==> config.mk <==
export PLATFORM = sky130hd
export DESIGN_NAME = sfe_flash_dev_flat
export DESIGN_NICKNAME = d
export VERILOG_FILES = /design/src/verilog/sfe_pkg.sv /design/src/verilog/sfe_link_if.sv /design/src/verilog/sfe_flash_dev.sv /design/src/flat_wrapper.sv
export VERILOG_INCLUDE_DIRS = /design/src /design/src/verilog
export SDC_FILE = /design/constraint.sdc
export NUM_CORES = 1
export LEC_CHECK = 0
export BUFFER_PORTS_ARGS = -buffer_cell sky130_fd_sc_hd__buf_2
export CAP_MARGIN = 15
export CORE_ASPECT_RATIO = 0.9
export CORE_UTILIZATION = 25
export DETAILED_ROUTE_END_ITERATION = 10
export PLACE_DENSITY = 0.49
export REMOVE_ABC_BUFFERS = 1
export SETUP_SLACK_MARGIN = 0.15
export SYNTH_ARGS = -nofsm -noshare
export SYNTH_HDL_FRONTEND = slang
export SYNTH_SLANG_ARGS = --single-unit
==> constraint.sdc <==
create_clock -name clk -period 3.3 [get_ports clk]
set_input_delay 0.825 -clock clk [delete_from_list [all_inputs] [get_ports clk]]
set_output_delay 0.825 -clock clk [all_outputs]
set_load 0.005 [all_outputs]
==> src/verilog/sfe_regs.svh <==
// Constants for the serial flash erase command path.
// Assumes inclusion by the package and the bench; both end modules use its macros.
`ifndef SFE_REGS_SVH
`define SFE_REGS_SVH
`define SFE_OP_PAGE        8'h81
`define SFE_OP_BLOCK       8'h50
`define SFE_OP_SECTOR      8'h7C
`define SFE_BITS_TOTAL     6'h20
`define SFE_BITS_W         6
`define SFE_STD_PAGE_MSB   21
`define SFE_STD_PAGE_LSB   10
`define SFE_BIN_PAGE_MSB   20
`define SFE_BIN_PAGE_LSB   9
`define SFE_PAGE_ERASE_MAX_TIME_US   25
`define SFE_BLOCK_ERASE_MAX_TIME_US  50
`define SFE_SECTOR_ERASE_MAX_TIME_US 200
`define SFE_CLK_MHZ        50
`define SFE_PAGE_CYC   (`SFE_PAGE_ERASE_MAX_TIME_US * `SFE_CLK_MHZ)
`define SFE_BLOCK_CYC  (`SFE_BLOCK_ERASE_MAX_TIME_US * `SFE_CLK_MHZ)
`define SFE_SECTOR_CYC (`SFE_SECTOR_ERASE_MAX_TIME_US * `SFE_CLK_MHZ)
`define SFE_SCK_DIV        4'h3
`define SFE_SECT_0A        5'h00
`define SFE_SECT_0B        5'h10
`endif
==> src/verilog/sfe_pkg.sv <==
// Types shared by both ends of the erase command link.
// Assumes sfe_regs.svh in the include path.
`include "sfe_regs.svh"
package sfe_pkg;
  typedef enum logic [1:0] {
    SFE_KIND_PAGE   = 2'b00,
    SFE_KIND_BLOCK  = 2'b01,
    SFE_KIND_SECTOR = 2'b10,
    SFE_KIND_NONE   = 2'b11
  } sfe_kind_type;
endpackage

==> src/verilog/sfe_link_if.sv <==
// SPI link between the erase host and the flash device.
// Assumes both ends run on the same clk.
`timescale 1ns/1ps
interface sfe_link_if;
  logic cs_n;
  logic sck;
  logic mosi;
  modport host (output cs_n, output sck, output mosi);
  modport dev  (input cs_n, input sck, input mosi);
endinterface

==> src/verilog/sfe_flash_dev.sv <==
// Flash device end: decodes erase commands, times the erase, reports status.
// Assumes SPI mode 0 pins synchronous to clk.
`timescale 1ns/1ps
module sfe_flash_dev
  import sfe_pkg::*;
(
  // Clock and reset
  input  wire logic        clk,
  input  wire logic        resetn,
  // Link
  sfe_link_if.dev          link,
  // Configuration and array model feedback
  input  wire logic        binary_page_mode,
  input  wire logic        verify_fail,
  // Status and erase target
  output logic             busy_ff,
  output logic             erase_program_fail_flag_ff,
  output logic             erase_start_ff,
  output sfe_kind_type     erase_kind_ff,
  output logic [11:0]      erase_first_page_ff,
  output logic [12:0]      erase_page_count_ff,
  output logic [4:0]       erase_sector_ff
);

  // ************************************************************
  // Address decode
  // ************************************************************
  function automatic logic [11:0] page_of(input logic [23:0] a, input logic bin);
    page_of = bin ? a[`SFE_BIN_PAGE_MSB:`SFE_BIN_PAGE_LSB]
                  : a[`SFE_STD_PAGE_MSB:`SFE_STD_PAGE_LSB];
  endfunction

  function automatic logic [4:0] sector_of(input logic [11:0] p);
    if (p[11:8] != 4'h0) begin
      sector_of = {1'b0, p[11:8]};
    end else if (p[3]) begin
      sector_of = `SFE_SECT_0B;
    end else begin
      sector_of = `SFE_SECT_0A;
    end
  endfunction

  // ************************************************************
  // Sector extent
  // ************************************************************
  // First page and page count packed together
  function automatic logic [24:0] sector_span(input logic [4:0] s);
    if (s == `SFE_SECT_0A) begin
      sector_span = {12'h000, 13'h0008};
    end else if (s == `SFE_SECT_0B) begin
      sector_span = {12'h008, 13'h00F8};
    end else begin
      sector_span = {s[3:0], 8'h00, 13'h0100};
    end
  endfunction

  // ************************************************************
  // Shift and sequence
  // ************************************************************
  typedef enum logic [1:0] {
    SFE_ST_IDLE  = 2'b00,
    SFE_ST_SHIFT = 2'b01,
    SFE_ST_ERASE = 2'b10
  } sfe_dstate_type;

  sfe_dstate_type       state_ff, nxt_state;
  logic [31:0]          shift_ff, nxt_shift;
  logic [`SFE_BITS_W-1:0] nbits_ff, nxt_nbits;
  logic                 sck_d_ff, nxt_sck_d;
  logic [19:0]          timer_ff, nxt_timer;
  logic                 nxt_busy, nxt_fail, nxt_start;
  sfe_kind_type         nxt_kind;
  logic [11:0]          nxt_first, page;
  logic [12:0]          nxt_count;
  logic [4:0]           nxt_sector, sect;
  logic                 sck_rise;
  logic                 timer_last;

  always_comb begin
    sck_rise   = link.sck & ~sck_d_ff;
    page       = page_of(shift_ff[23:0], binary_page_mode);
    sect       = sector_of(page);
    timer_last = (timer_ff <= 20'h00001);
    nxt_state  = state_ff;
    nxt_shift  = shift_ff;
    nxt_nbits  = nbits_ff;
    nxt_sck_d  = link.sck;
    nxt_timer  = timer_ff;
    nxt_busy   = busy_ff;
    nxt_fail   = erase_program_fail_flag_ff;
    nxt_start  = 1'b0;
    nxt_kind   = erase_kind_ff;
    nxt_first  = erase_first_page_ff;
    nxt_count  = erase_page_count_ff;
    nxt_sector = erase_sector_ff;
    case (state_ff)
      SFE_ST_IDLE: begin
        if (!link.cs_n) begin
          nxt_state = SFE_ST_SHIFT;
          nxt_nbits = '0;
        end
      end
      SFE_ST_SHIFT: begin
        if (link.cs_n) begin
          nxt_state = SFE_ST_IDLE;
          if (nbits_ff == `SFE_BITS_TOTAL) begin
            nxt_start = 1'b1;
            nxt_fail  = 1'b0;
            nxt_state = SFE_ST_ERASE;
            nxt_busy  = 1'b1;
            case (shift_ff[31:24])
              `SFE_OP_PAGE: begin
                nxt_kind  = SFE_KIND_PAGE;
                nxt_first = page;
                nxt_count = 13'h0001;
                nxt_timer = 20'(`SFE_PAGE_CYC);
              end
              `SFE_OP_BLOCK: begin
                nxt_kind  = SFE_KIND_BLOCK;
                nxt_first = {page[11:3], 3'h0};
                nxt_count = 13'h0008;
                nxt_timer = 20'(`SFE_BLOCK_CYC);
              end
              `SFE_OP_SECTOR: begin
                nxt_kind   = SFE_KIND_SECTOR;
                nxt_sector = sect;
                nxt_timer  = 20'(`SFE_SECTOR_CYC);
                {nxt_first, nxt_count} = sector_span(sect);
              end
              default: begin
                nxt_start = 1'b0;
                nxt_busy  = 1'b0;
                nxt_state = SFE_ST_IDLE;
              end
            endcase
          end
        end else if (sck_rise && nbits_ff != `SFE_BITS_TOTAL) begin
          nxt_shift = {shift_ff[30:0], link.mosi};
          nxt_nbits = nbits_ff + 1'b1;
        end
      end
      SFE_ST_ERASE: begin
        if (verify_fail) begin
          nxt_fail = 1'b1;
        end
        // Frames arriving now are ignored; one still open when the erase ends is decoded if all 32 of its sck rises come after that
        if (timer_last) begin
          nxt_busy  = 1'b0;
          nxt_state = SFE_ST_IDLE;
        end else begin
          nxt_timer = timer_ff - 1'b1;
        end
      end
      default: nxt_state = SFE_ST_IDLE;
    endcase
  end

  always_ff @(posedge clk or negedge resetn) begin
    if (!resetn) begin
      state_ff                   <= SFE_ST_IDLE;
      shift_ff                   <= '0;
      nbits_ff                   <= '0;
      sck_d_ff                   <= 1'b0;
      timer_ff                   <= '0;
      busy_ff                    <= 1'b0;
      erase_program_fail_flag_ff <= 1'b0;
      erase_start_ff             <= 1'b0;
      erase_kind_ff              <= SFE_KIND_NONE;
      erase_first_page_ff        <= '0;
      erase_page_count_ff        <= '0;
      erase_sector_ff            <= '0;
    end else begin
      state_ff                   <= nxt_state;
      shift_ff                   <= nxt_shift;
      nbits_ff                   <= nxt_nbits;
      sck_d_ff                   <= nxt_sck_d;
      timer_ff                   <= nxt_timer;
      busy_ff                    <= nxt_busy;
      erase_program_fail_flag_ff <= nxt_fail;
      erase_start_ff             <= nxt_start;
      erase_kind_ff              <= nxt_kind;
      erase_first_page_ff        <= nxt_first;
      erase_page_count_ff        <= nxt_count;
      erase_sector_ff            <= nxt_sector;
    end
  end

endmodule

==> src/flat_wrapper.sv <==
// flat-port wrapper written by rule: the top's interface ports become plain ports
module sfe_flash_dev_flat import sfe_pkg::*;
  (clk, resetn, binary_page_mode, verify_fail, busy_ff, erase_program_fail_flag_ff, erase_start_ff, erase_kind_ff, erase_first_page_ff, erase_page_count_ff, erase_sector_ff, link_cs_n, link_sck, link_mosi);
  sfe_link_if link_i ();
  input  wire logic clk;
  input  wire logic resetn;
  input  wire logic binary_page_mode;
  input  wire logic verify_fail;
  output logic busy_ff;
  output logic erase_program_fail_flag_ff;
  output logic erase_start_ff;
  output sfe_kind_type erase_kind_ff;
  output logic [11:0] erase_first_page_ff;
  output logic [12:0] erase_page_count_ff;
  output logic [4:0] erase_sector_ff;
  input wire logic [$bits(link_i.cs_n)-1:0] link_cs_n;
  input wire logic [$bits(link_i.sck)-1:0] link_sck;
  input wire logic [$bits(link_i.mosi)-1:0] link_mosi;
  assign link_i.cs_n = link_cs_n;
  assign link_i.sck = link_sck;
  assign link_i.mosi = link_mosi;
  sfe_flash_dev u_core (.clk(clk), .resetn(resetn), .link(link_i), .binary_page_mode(binary_page_mode), .verify_fail(verify_fail), .busy_ff(busy_ff), .erase_program_fail_flag_ff(erase_program_fail_flag_ff), .erase_start_ff(erase_start_ff), .erase_kind_ff(erase_kind_ff), .erase_first_page_ff(erase_first_page_ff), .erase_page_count_ff(erase_page_count_ff), .erase_sector_ff(erase_sector_ff));
endmodule
# Word-level counts from Yosys, hierarchy flattened
# Index checks and enable logic that the tools add are counted.
dict set report op_classes {
  addsub 2
  order_cmp 1
  n_eq_ne 17
  muxes 35
  bitwise 3
  n_reduce_logical 16
}
# cell n
set ops {}
lappend ops {{2-to-1 mux 20 bit} 3}
lappend ops {{case mux 20 bit (3 select lines)} 1}
lappend ops {{2-to-1 mux 25 bit} 2}
lappend ops {{case mux 20 bit (2 select lines)} 1}
lappend ops {{case mux 13 bit (3 select lines)} 1}
lappend ops {{case mux 12 bit (3 select lines)} 1}
lappend ops {{less-or-equal comparator 20 x 1 -> 1 bit, second input constant} 1}
lappend ops {{AND reduction 4 bit} 5}
lappend ops {{subtractor 20 x 1 -> 20 bit, second input constant} 1}
lappend ops {{2-to-1 mux 6 bit} 3}
lappend ops {{== test 8 x 7 -> 1 bit, second input constant} 2}
lappend ops {{2-to-1 mux 12 bit} 1}
lappend ops {{case mux 2 bit (3 select lines)} 2}
lappend ops {{case mux 6 bit (2 select lines)} 1}
lappend ops {{2-to-1 mux 1 bit} 10}
lappend ops {{2-to-1 mux 2 bit} 5}
lappend ops {{2-to-1 mux 5 bit} 2}
lappend ops {{!= test 2 bit, second input constant} 5}
lappend ops {{== test 8 bit, second input constant} 1}
lappend ops {{adder 6 x 1 -> 6 bit, second input constant} 1}
lappend ops {{== test 6 bit, second input constant} 1}
lappend ops {{!= test 2 x 1 -> 1 bit, second input constant} 3}
lappend ops {{!= test 6 bit, second input constant} 1}
lappend ops {{AND reduction 3 bit} 2}
lappend ops {{15 further kinds} 18}
dict set report totals {
  regBits 96
  inputBits 7
  output_inout_bits 35
  elab_cells 86
}

# Depth between registers and ports, before layout
# Gate-level depths: netlist of run 1.
dict set report logic_depth {
  depth_word 7
  depth_mapped 9
  mapped_depth_nobuf 8
}

# Worst setup path after synthesis of run 1
# OpenSTA, ideal clock, no wires.
dict set report synth_path {
  path_type {input -> register}
  from {in link_sck}
  to {reg u_core.shift_ff[10]}
  setup_time_ps 125
  arrival_ps 2118
  required_ps 3175
  path_slack_ps 1058
  path_stages 6
  path_buffers 2
  path_cell_list {nor2b_1 o21ai_0 or4_1 clkbuf_1 buf_2 mux2_2}
}
dict set report synth_via {
  elab_chain_cells 3
}
# element line
set synth_rtl {}
lappend synth_rtl {{start, declared} flat_wrapper.sv:17} ;# input wire logic [$bits(link_i.sck)-1:0] link_sck;
lappend synth_rtl {{bitwise AND 1 bit} sfe_flash_dev.sv:80} ;# sck_rise = link.sck & ~sck_d_ff;
lappend synth_rtl {{logical AND 1 bit (no source line)} -}
lappend synth_rtl {{AND reduction 3 bit (no source line)} -}
lappend synth_rtl {{end signal, assigned} sfe_flash_dev.sv:174} ;# shift_ff <= nxt_shift;
lappend synth_rtl {{end, declared} sfe_flash_dev.sv:67} ;# logic [31:0] shift_ff, nxt_shift;
# Every way passes these cells.
# A chain may end at the register's enable or synchronous reset.

# Final worst setup path of run 1
dict set report layout_path {
  from {reg u_core.nbits_ff[0]}
  to {reg u_core.timer_ff[1]}
}
dict set report layout_via {
  elab_chain_cells 3
}
# element line
set layout_rtl {}
lappend layout_rtl {{start, declared} sfe_flash_dev.sv:68} ;# logic [`SFE_BITS_W-1:0] nbits_ff, nxt_nbits;
lappend layout_rtl {{start signal, assigned} sfe_flash_dev.sv:175} ;# nbits_ff <= nxt_nbits;
lappend layout_rtl {{== test 6 bit (no source line)} -}
lappend layout_rtl {{!= test 2 x 1 -> 1 bit (no source line)} -}
lappend layout_rtl {{AND reduction 5 bit (no source line)} -}
lappend layout_rtl {{end signal, assigned} sfe_flash_dev.sv:177} ;# timer_ff <= nxt_timer;
lappend layout_rtl {{end, declared} sfe_flash_dev.sv:70} ;# logic [19:0] timer_ff, nxt_timer;
# Every way passes these cells.

==> reports/results.tsv, run 1 <==
metric	value	unit
Ports	42	
post-synthesis average cell area	10.8	µm²
Via density	4.72	
Final Critical Period	2.58	ns
crit path buf inv count	2	
Post-synth ARST share	100	%
clk_lat worst skew	0.35	ns
CP Capture Type	flip-flop	
DR pass1 iterations	5	
GP Congestion	0.799	
DR vias	2981	
pin count of the biggest net entering global routing	48	
Arr. time, crit path	2.85	ns
pwr/cell area	477	nW/µm²
CP required	3.57	ns
CTS tree	yes	
clock skew	0.0116	ns
Max rail drop VDD	0.230	mV
Die Area	17500	µm²
max cap viols	0	
Worst Tran Pin Value	1.03	ns
Site Rows	44	
Starting Density	25.9	%
startpoint types	flip-flop	
CP Cell Sequence	inv_1 > ha_1 > nand4bb_1 > or4_4 > a211oi_4 > o21ai_4 > inv_2 > mux2i_1	
Yosys warnings	0	
layout cell share with drive strength beyond 1	24.7	%
Rel. slew slack	31.3	%
Mapped Area	4250	µm²
# resized after CTS	0	
Hold Crit Class	reg2reg	
placed cells	616	
most common cell after layout, fill and taps aside	dfrtp_1	
Slew Limit Fails	0	
All-Layer GR Usage	11.5	%
Detailed Route Iter0 Violations	155	
initial antenna violation count	0	
ant diodes	0	
Remaining Overflow, GRT	0	
Clock transition at path regs	0.06	ns
period utilization	78.1	%
register area share after synthesis	51.3	%
crit-path max FO	10	
Setup WS pre-CTS	0.661	ns
DRC viols	0	
most frequent cells in the layout	85 x dfrtp_1, 42 x nand2_1, 34 x buf_2	
critical path type	reg2reg	
post-synthesis cell type count	63	
Most used DFF post-synth	dfrtp_1	
Final Hold Vio Count	0	
final setup fails	0	
htree depth	3	
CTS Hold Bufs	0	
RSZ-0062 raised after global routing	false	
Setup Total Neg Slack	0	ns
Crit path max-delay family	simple AND/OR/NAND/NOR gates	
Max stage delay on crit path	0.56	ns
drt total wl	9120	µm
post-CTS setup buffer count	0	
CTS buffer count	9	
overall power	2.35	mW
vias in the first global route	3058	
CORE AREA	16400	µm²
clk sinks	87	
number of flops mapped to enable cells by yosys	0	
Synth Instances	393	
Fillers	1694	
Slowest-stage cell, CP	or4_4	
first-pass GRT wire length	15700	µm
IO Port Bufs	35	
Highest Clock Rate	388	MHz
register bit total from synthesis	87	
Die Y	126	µm
CTS root buffer	clkbuf_16	
PnR worst setup slack	0.724	ns
Nets	431	
minimum setup slack among reg-to-reg paths	0.72	ns
DRT antenna net count	0	
Bufs on Longest Clock Path	2	
Die Span X	139	µm
status	completed	
hpwl dp	6110	µm
wire per inst	14.4	µm
Final Instance Count excl. Fillers	632	
Layout Area Growth over Synthesis	15.7	%
LEAKAGE	2.27	nW
per-stage QoR:
step	hold WS (ns)	utilization, %	cell area (µm²)
global placement	0.444	28.0	4590
detailed placement	0.449	28.0	4590
global route	0.467	30.0	4920
finish	0.456	30.0	4920
CTS	0.458	30.0	4920
floorplan	0.444	-	4080
metal layers:
metal	share of wire [%]	GRT usage [%]
met1	50	15.0
met3	4.2	3.84
met4	1.1	3.27
met5	0	0
met2	45	18.0
report_power, final:
group | internal [mW] | switching, mW | total (mW)
clock network | 0.708 | 0.424 | 1.13
logic | 0.0415 | 0.0537 | 0.0953
registers | 1.10 | 0.0204 | 1.12
area by class of cell:
cell class / instances / area (µm²) / area share [%]
tap: 207 / 259 / 5.27
clock buffer: 12 / 256 / 5.21
sequential: 87 / 2180 / 44.3
clock inverter: 4 / 76.3 / 1.55
inverter: 10 / 37.5 / 0.763
multi-input combinational: 270 / 1870 / 38.0
timing repair buffer: 42 / 243 / 4.94
cell families (layout without fill, tap and decap cells):
logic type / Yosys count / count (layout) / share of synthesized area, %
simple gates: 126 / 126 / 15.4
other cells: 1 / 6 / 0.0882
buf+inv: 41 / 68 / 5.30
fa+ha+maj: 4 / 4 / 1.18
xor+xnor: 7 / 7 / 1.44
compound gates: 82 / 82 / 13.8
mux: 45 / 45 / 11.6
flops: 87 / 87 / 51.3
worst register-to-register path, cell delays in order (launching register included):
cell       delay, ns
dfrtp_1         0.42
inv_1           0.09
ha_1            0.15
nand4bb_1       0.20
or4_4           0.56
a211oi_4        0.56
o21ai_4         0.19
inv_2           0.15
mux2i_1         0.18
path summary, 6_finish.rpt:
| path | start | cells after the start | to |
|---|---|---|---|
| max | u_core.nbits_ff[0]$_DFFE_PN0P_ | 8 | u_core.timer_ff[1]$_DFFE_PN0P_ |
| min | u_core.erase_kind_ff[1]$_DFFE_PN1P_ | 2 | u_core.erase_kind_ff[1]$_DFFE_PN1P_ |
| max reg2reg | u_core.nbits_ff[0]$_DFFE_PN0P_ | 8 | u_core.timer_ff[1]$_DFFE_PN0P_ |
| min reg2reg | u_core.erase_kind_ff[1]$_DFFE_PN1P_ | 2 | u_core.erase_kind_ff[1]$_DFFE_PN1P_ |
| max in group asynchronous | resetn | 2 | u_core.shift_ff[31]$_DFFE_PN0P_ |
| min in group asynchronous | resetn | 1 | u_core.erase_first_page_ff[10]$_DFFE_PN0P_ |
flip-flops by register name (all words and copies together) (netlist names):
register and flops:
u_core.erase_kind_ff 2, u_core.erase_sector_ff 5, u_core.erase_page_count_ff 4, u_core.nbits_ff 6
u_core.shift_ff 32, u_core.erase_start_ff 1, u_core.state_ff 2, u_core.erase_program_fail_flag_ff 1
u_core.busy_ff 1, u_core.erase_first_page_ff 12, u_core.sck_d_ff 1, u_core.timer_ff 20
cell usage after synthesis (2+ instances only):
cell / count / area, µm²
dfrtp_1: 85 / 2130
nand2_1: 42 / 158
mux2_2: 33 / 372
nor2_1: 28 / 105
o21ai_0: 18 / 90.1
a21oi_1: 14 / 70.1
clkbuf_1: 13 / 48.8
mux2i_1: 12 / 120
nor3_1: 12 / 60.1
o31ai_1: 10 / 75.1
buf_4: 9 / 67.6
inv_1: 9 / 33.8
or4_1: 9 / 67.6
nand3_1: 7 / 35.0
o21ai_1: 7 / 35.0
and3_1: 5 / 31.3
buf_2: 5 / 25.0
o41ai_1: 5 / 43.8
ha_1: 4 / 50.1
nor4_1: 4 / 25.0
o22a_1: 4 / 35.0
xnor2_1: 4 / 35.0
a31oi_1: 3 / 18.8
nand3b_1: 3 / 22.5
xor2_1: 3 / 26.3
a2111oi_2: 2 / 30.0
a22oi_1: 2 / 15.0
buf_6: 2 / 22.5
dfstp_2: 2 / 52.6
nand4bb_1: 2 / 22.5
nor2b_1: 2 / 12.5
o2bb2ai_1: 2 / 17.5
(Power assumes the default switching activity.)
==> run 2: changes to the inputs <==
==> constraint.sdc (replaced) <==
create_clock -name clk -period 2.55 [get_ports clk]
set_input_delay 0.6375 -clock clk [delete_from_list [all_inputs] [get_ports clk]]
set_output_delay 0.6375 -clock clk [all_outputs]
set_load 0.005 [all_outputs]
==> run 2 against run 1 <==
Effect of this change: power rose by 24%; global-route usage fell by 0.25 points; clock-buffer cell count fell by 2; sequential share of layout area fell by 0.40 points; clock power rose by 19%; combinational power rose by 28%; non-clock buffer count rose by 9; flip-flop and latch count did not move; setup slack got worse by 0.42 ns; clock skew fell by 0.0038 ns; via count rose by 2.7%; first-iteration DRC count rose by 5.8%; largest cell class unchanged.
==> reports/results.tsv, run 2 (same netlist as run 1, synthesis figures left out) <==
metric	value	unit	change
status	completed		
CP required	2.77	ns	-0.80 ns
GP Congestion	0.763		-4.5%
drt total wl	9170	µm	+0.55%
Highest Clock Rate	445	MHz	+15%
Starting Density	25.9	%	unchanged
RSZ-0062 raised after global routing	false		
Ports	42		unchanged
Placed Instance Area	4650	µm²	+1.5%
max FFs per register	32		unchanged
Rel. slew slack	40.4	%	+9.2 points
Fin Hold WS	0.362	ns	-0.0945 ns
clk sinks	87		unchanged
# resized after CTS	0		unchanged
Die Area	17500	µm²	unchanged
most frequent cells in the layout	85 x dfrtp_1, 42 x nand2_1, 34 x buf_2		
IO Port Bufs	35		unchanged
crit-path max FO	9		-1
Nets	440		+2.1%
DRC viols	0		unchanged
Setup WS pre-CTS	0.289	ns	-0.372 ns
htree depth	3		unchanged
pwr/cell area	588	nW/µm²	+23%
first-pass GRT wire length	15700	µm	-0.35%
startpoint types	flip-flop		
Remaining Overflow, GRT	0		unchanged
DRT antenna net count	0		unchanged
ant diodes	0		unchanged
most common cell after layout, fill and taps aside	dfrtp_1		
CP Cell Sequence	or4_1 > nor3_4 > and2_1 > buf_4 > nor3_1 > o22a_1		
Slowest-stage cell, CP	or4_1		
All-Layer GR Usage	11.2	%	-0.25 points
LEAKAGE	2.30	nW	+1.5%
Bufs on Longest Clock Path	2		unchanged
largest reg by FF count	u_core.shift_ff		
initial antenna violation count	0		unchanged
Layout Area Growth over Synthesis	16.7	%	
cells on worst reg2reg path	6		-2
DR vias	3060		+2.7%
pin count of the biggest net entering global routing	57		+19%
final setup fails	0		unchanged
critical path type	reg2reg		
Worst Tran Pin Value	0.893	ns	-0.138 ns
Detailed Route Iter0 Violations	164		+5.8%
fin area	4960	µm²	+0.92%
vias in the first global route	3031		-0.88%
CORE AREA	16400	µm²	unchanged
Clock transition at path regs	0.07	ns	about the same
CTS Hold Bufs	0		unchanged
Max stage delay on crit path	0.69	ns	+0.13 ns
Max rail drop VDD	0.311	mV	+35%
period utilization	88.2	%	+10 points
overall power	2.92	mW	+24%
CTS root buffer	clkbuf_16		
Final Hold Vio Count	0		unchanged
Via density	4.77		+1.2%
Final Critical Period	2.25	ns	-0.326 ns
Site Rows	44		unchanged
clk_lat worst skew	0.34	ns	about the same
CTS buffer count	9		unchanged
wire per inst	14.3	µm	-0.86%
max cap viols	0		unchanged
PnR worst setup slack	0.300	ns	-0.424 ns
Hold Crit Class	in2async		
Slew Limit Fails	0		unchanged
layout cell share with drive strength beyond 1	26.5	%	+1.8 points
DR pass1 iterations	4		-1
clock skew	0.00782	ns	-0.00380 ns
Die Y	126	µm	unchanged
Die Span X	139	µm	unchanged
Setup Total Neg Slack	0	ns	unchanged
Arr. time, crit path	2.47	ns	-0.38 ns
hpwl dp	6390	µm	+4.6%
post-CTS setup buffer count	0		unchanged
Regs by FF count	u_core.shift_ff x32, u_core.timer_ff x20, u_core.erase_first_page_ff x12		
CP Capture Type	flip-flop		
CTS tree	yes		
run 2: layout make-up:
class	count	area (µm²)
fillers	1709	11400
flip-flops and latches	87	2180
multi-input cells	270	1870
repair buffers	51	314
well taps	207	259
clock buffers	10	239
clock inverters	6	67.6
inverters	10	37.5
run 2: metrics by stage:
step           instances  utilization, %
3_3_place_gp         625            28.4
3_5_place_dp         625            28.4
6_report             641            30.3
2_1_floorplan        367               -
4_1_cts              641            30.2
5_1_grt              641            30.3
run 2: where the power goes:
| group | switching, mW | internal (mW) |
|---|---|---|
| logic | 0.0691 | 0.0531 |
| clock network | 0.560 | 0.789 |
| registers | 0.0262 | 1.42 |
run 2: final timing paths:
path	start	to	slack, ns
worst min register to register	u_core.erase_kind_ff[1]$_DFFE_PN1P_	u_core.erase_kind_ff[1]$_DFFE_PN1P_	0.45
min in group clk	link_sck	u_core.sck_d_ff$_DFF_PN0_	0.42
worst min-delay path	resetn	u_core.timer_ff[17]$_DFFE_PN0P_	0.36
worst max-delay path	u_core.timer_ff[10]$_DFFE_PN0P_	u_core.timer_ff[8]$_DFFE_PN0P_	0.30
max in group asynchronous	resetn	u_core.shift_ff[15]$_DFFE_PN0P_	1.54
worst max register to register	u_core.timer_ff[10]$_DFFE_PN0P_	u_core.timer_ff[8]$_DFFE_PN0P_	0.30
run 2: layer usage:
metal  vias to the layer above  share of wire, %  global-route usage, %
li1                       1481                 -                      -
met1                      1523                49                   15.4
met2                        46                47                   17.4
met3                        10               3.6                   3.00
met4                         0              0.86                   3.01
met5                         -                 0                      0
run 2: critical path: cells and delay by family, from the launching register on:
kind | cells | cell delay [ns]
DFF | 1 | 0.42
AOI/OAI and AO/OA | 1 | 0.24
and+or+nand+nor | 4 | 1.28
buffers and inverters | 1 | 0.18
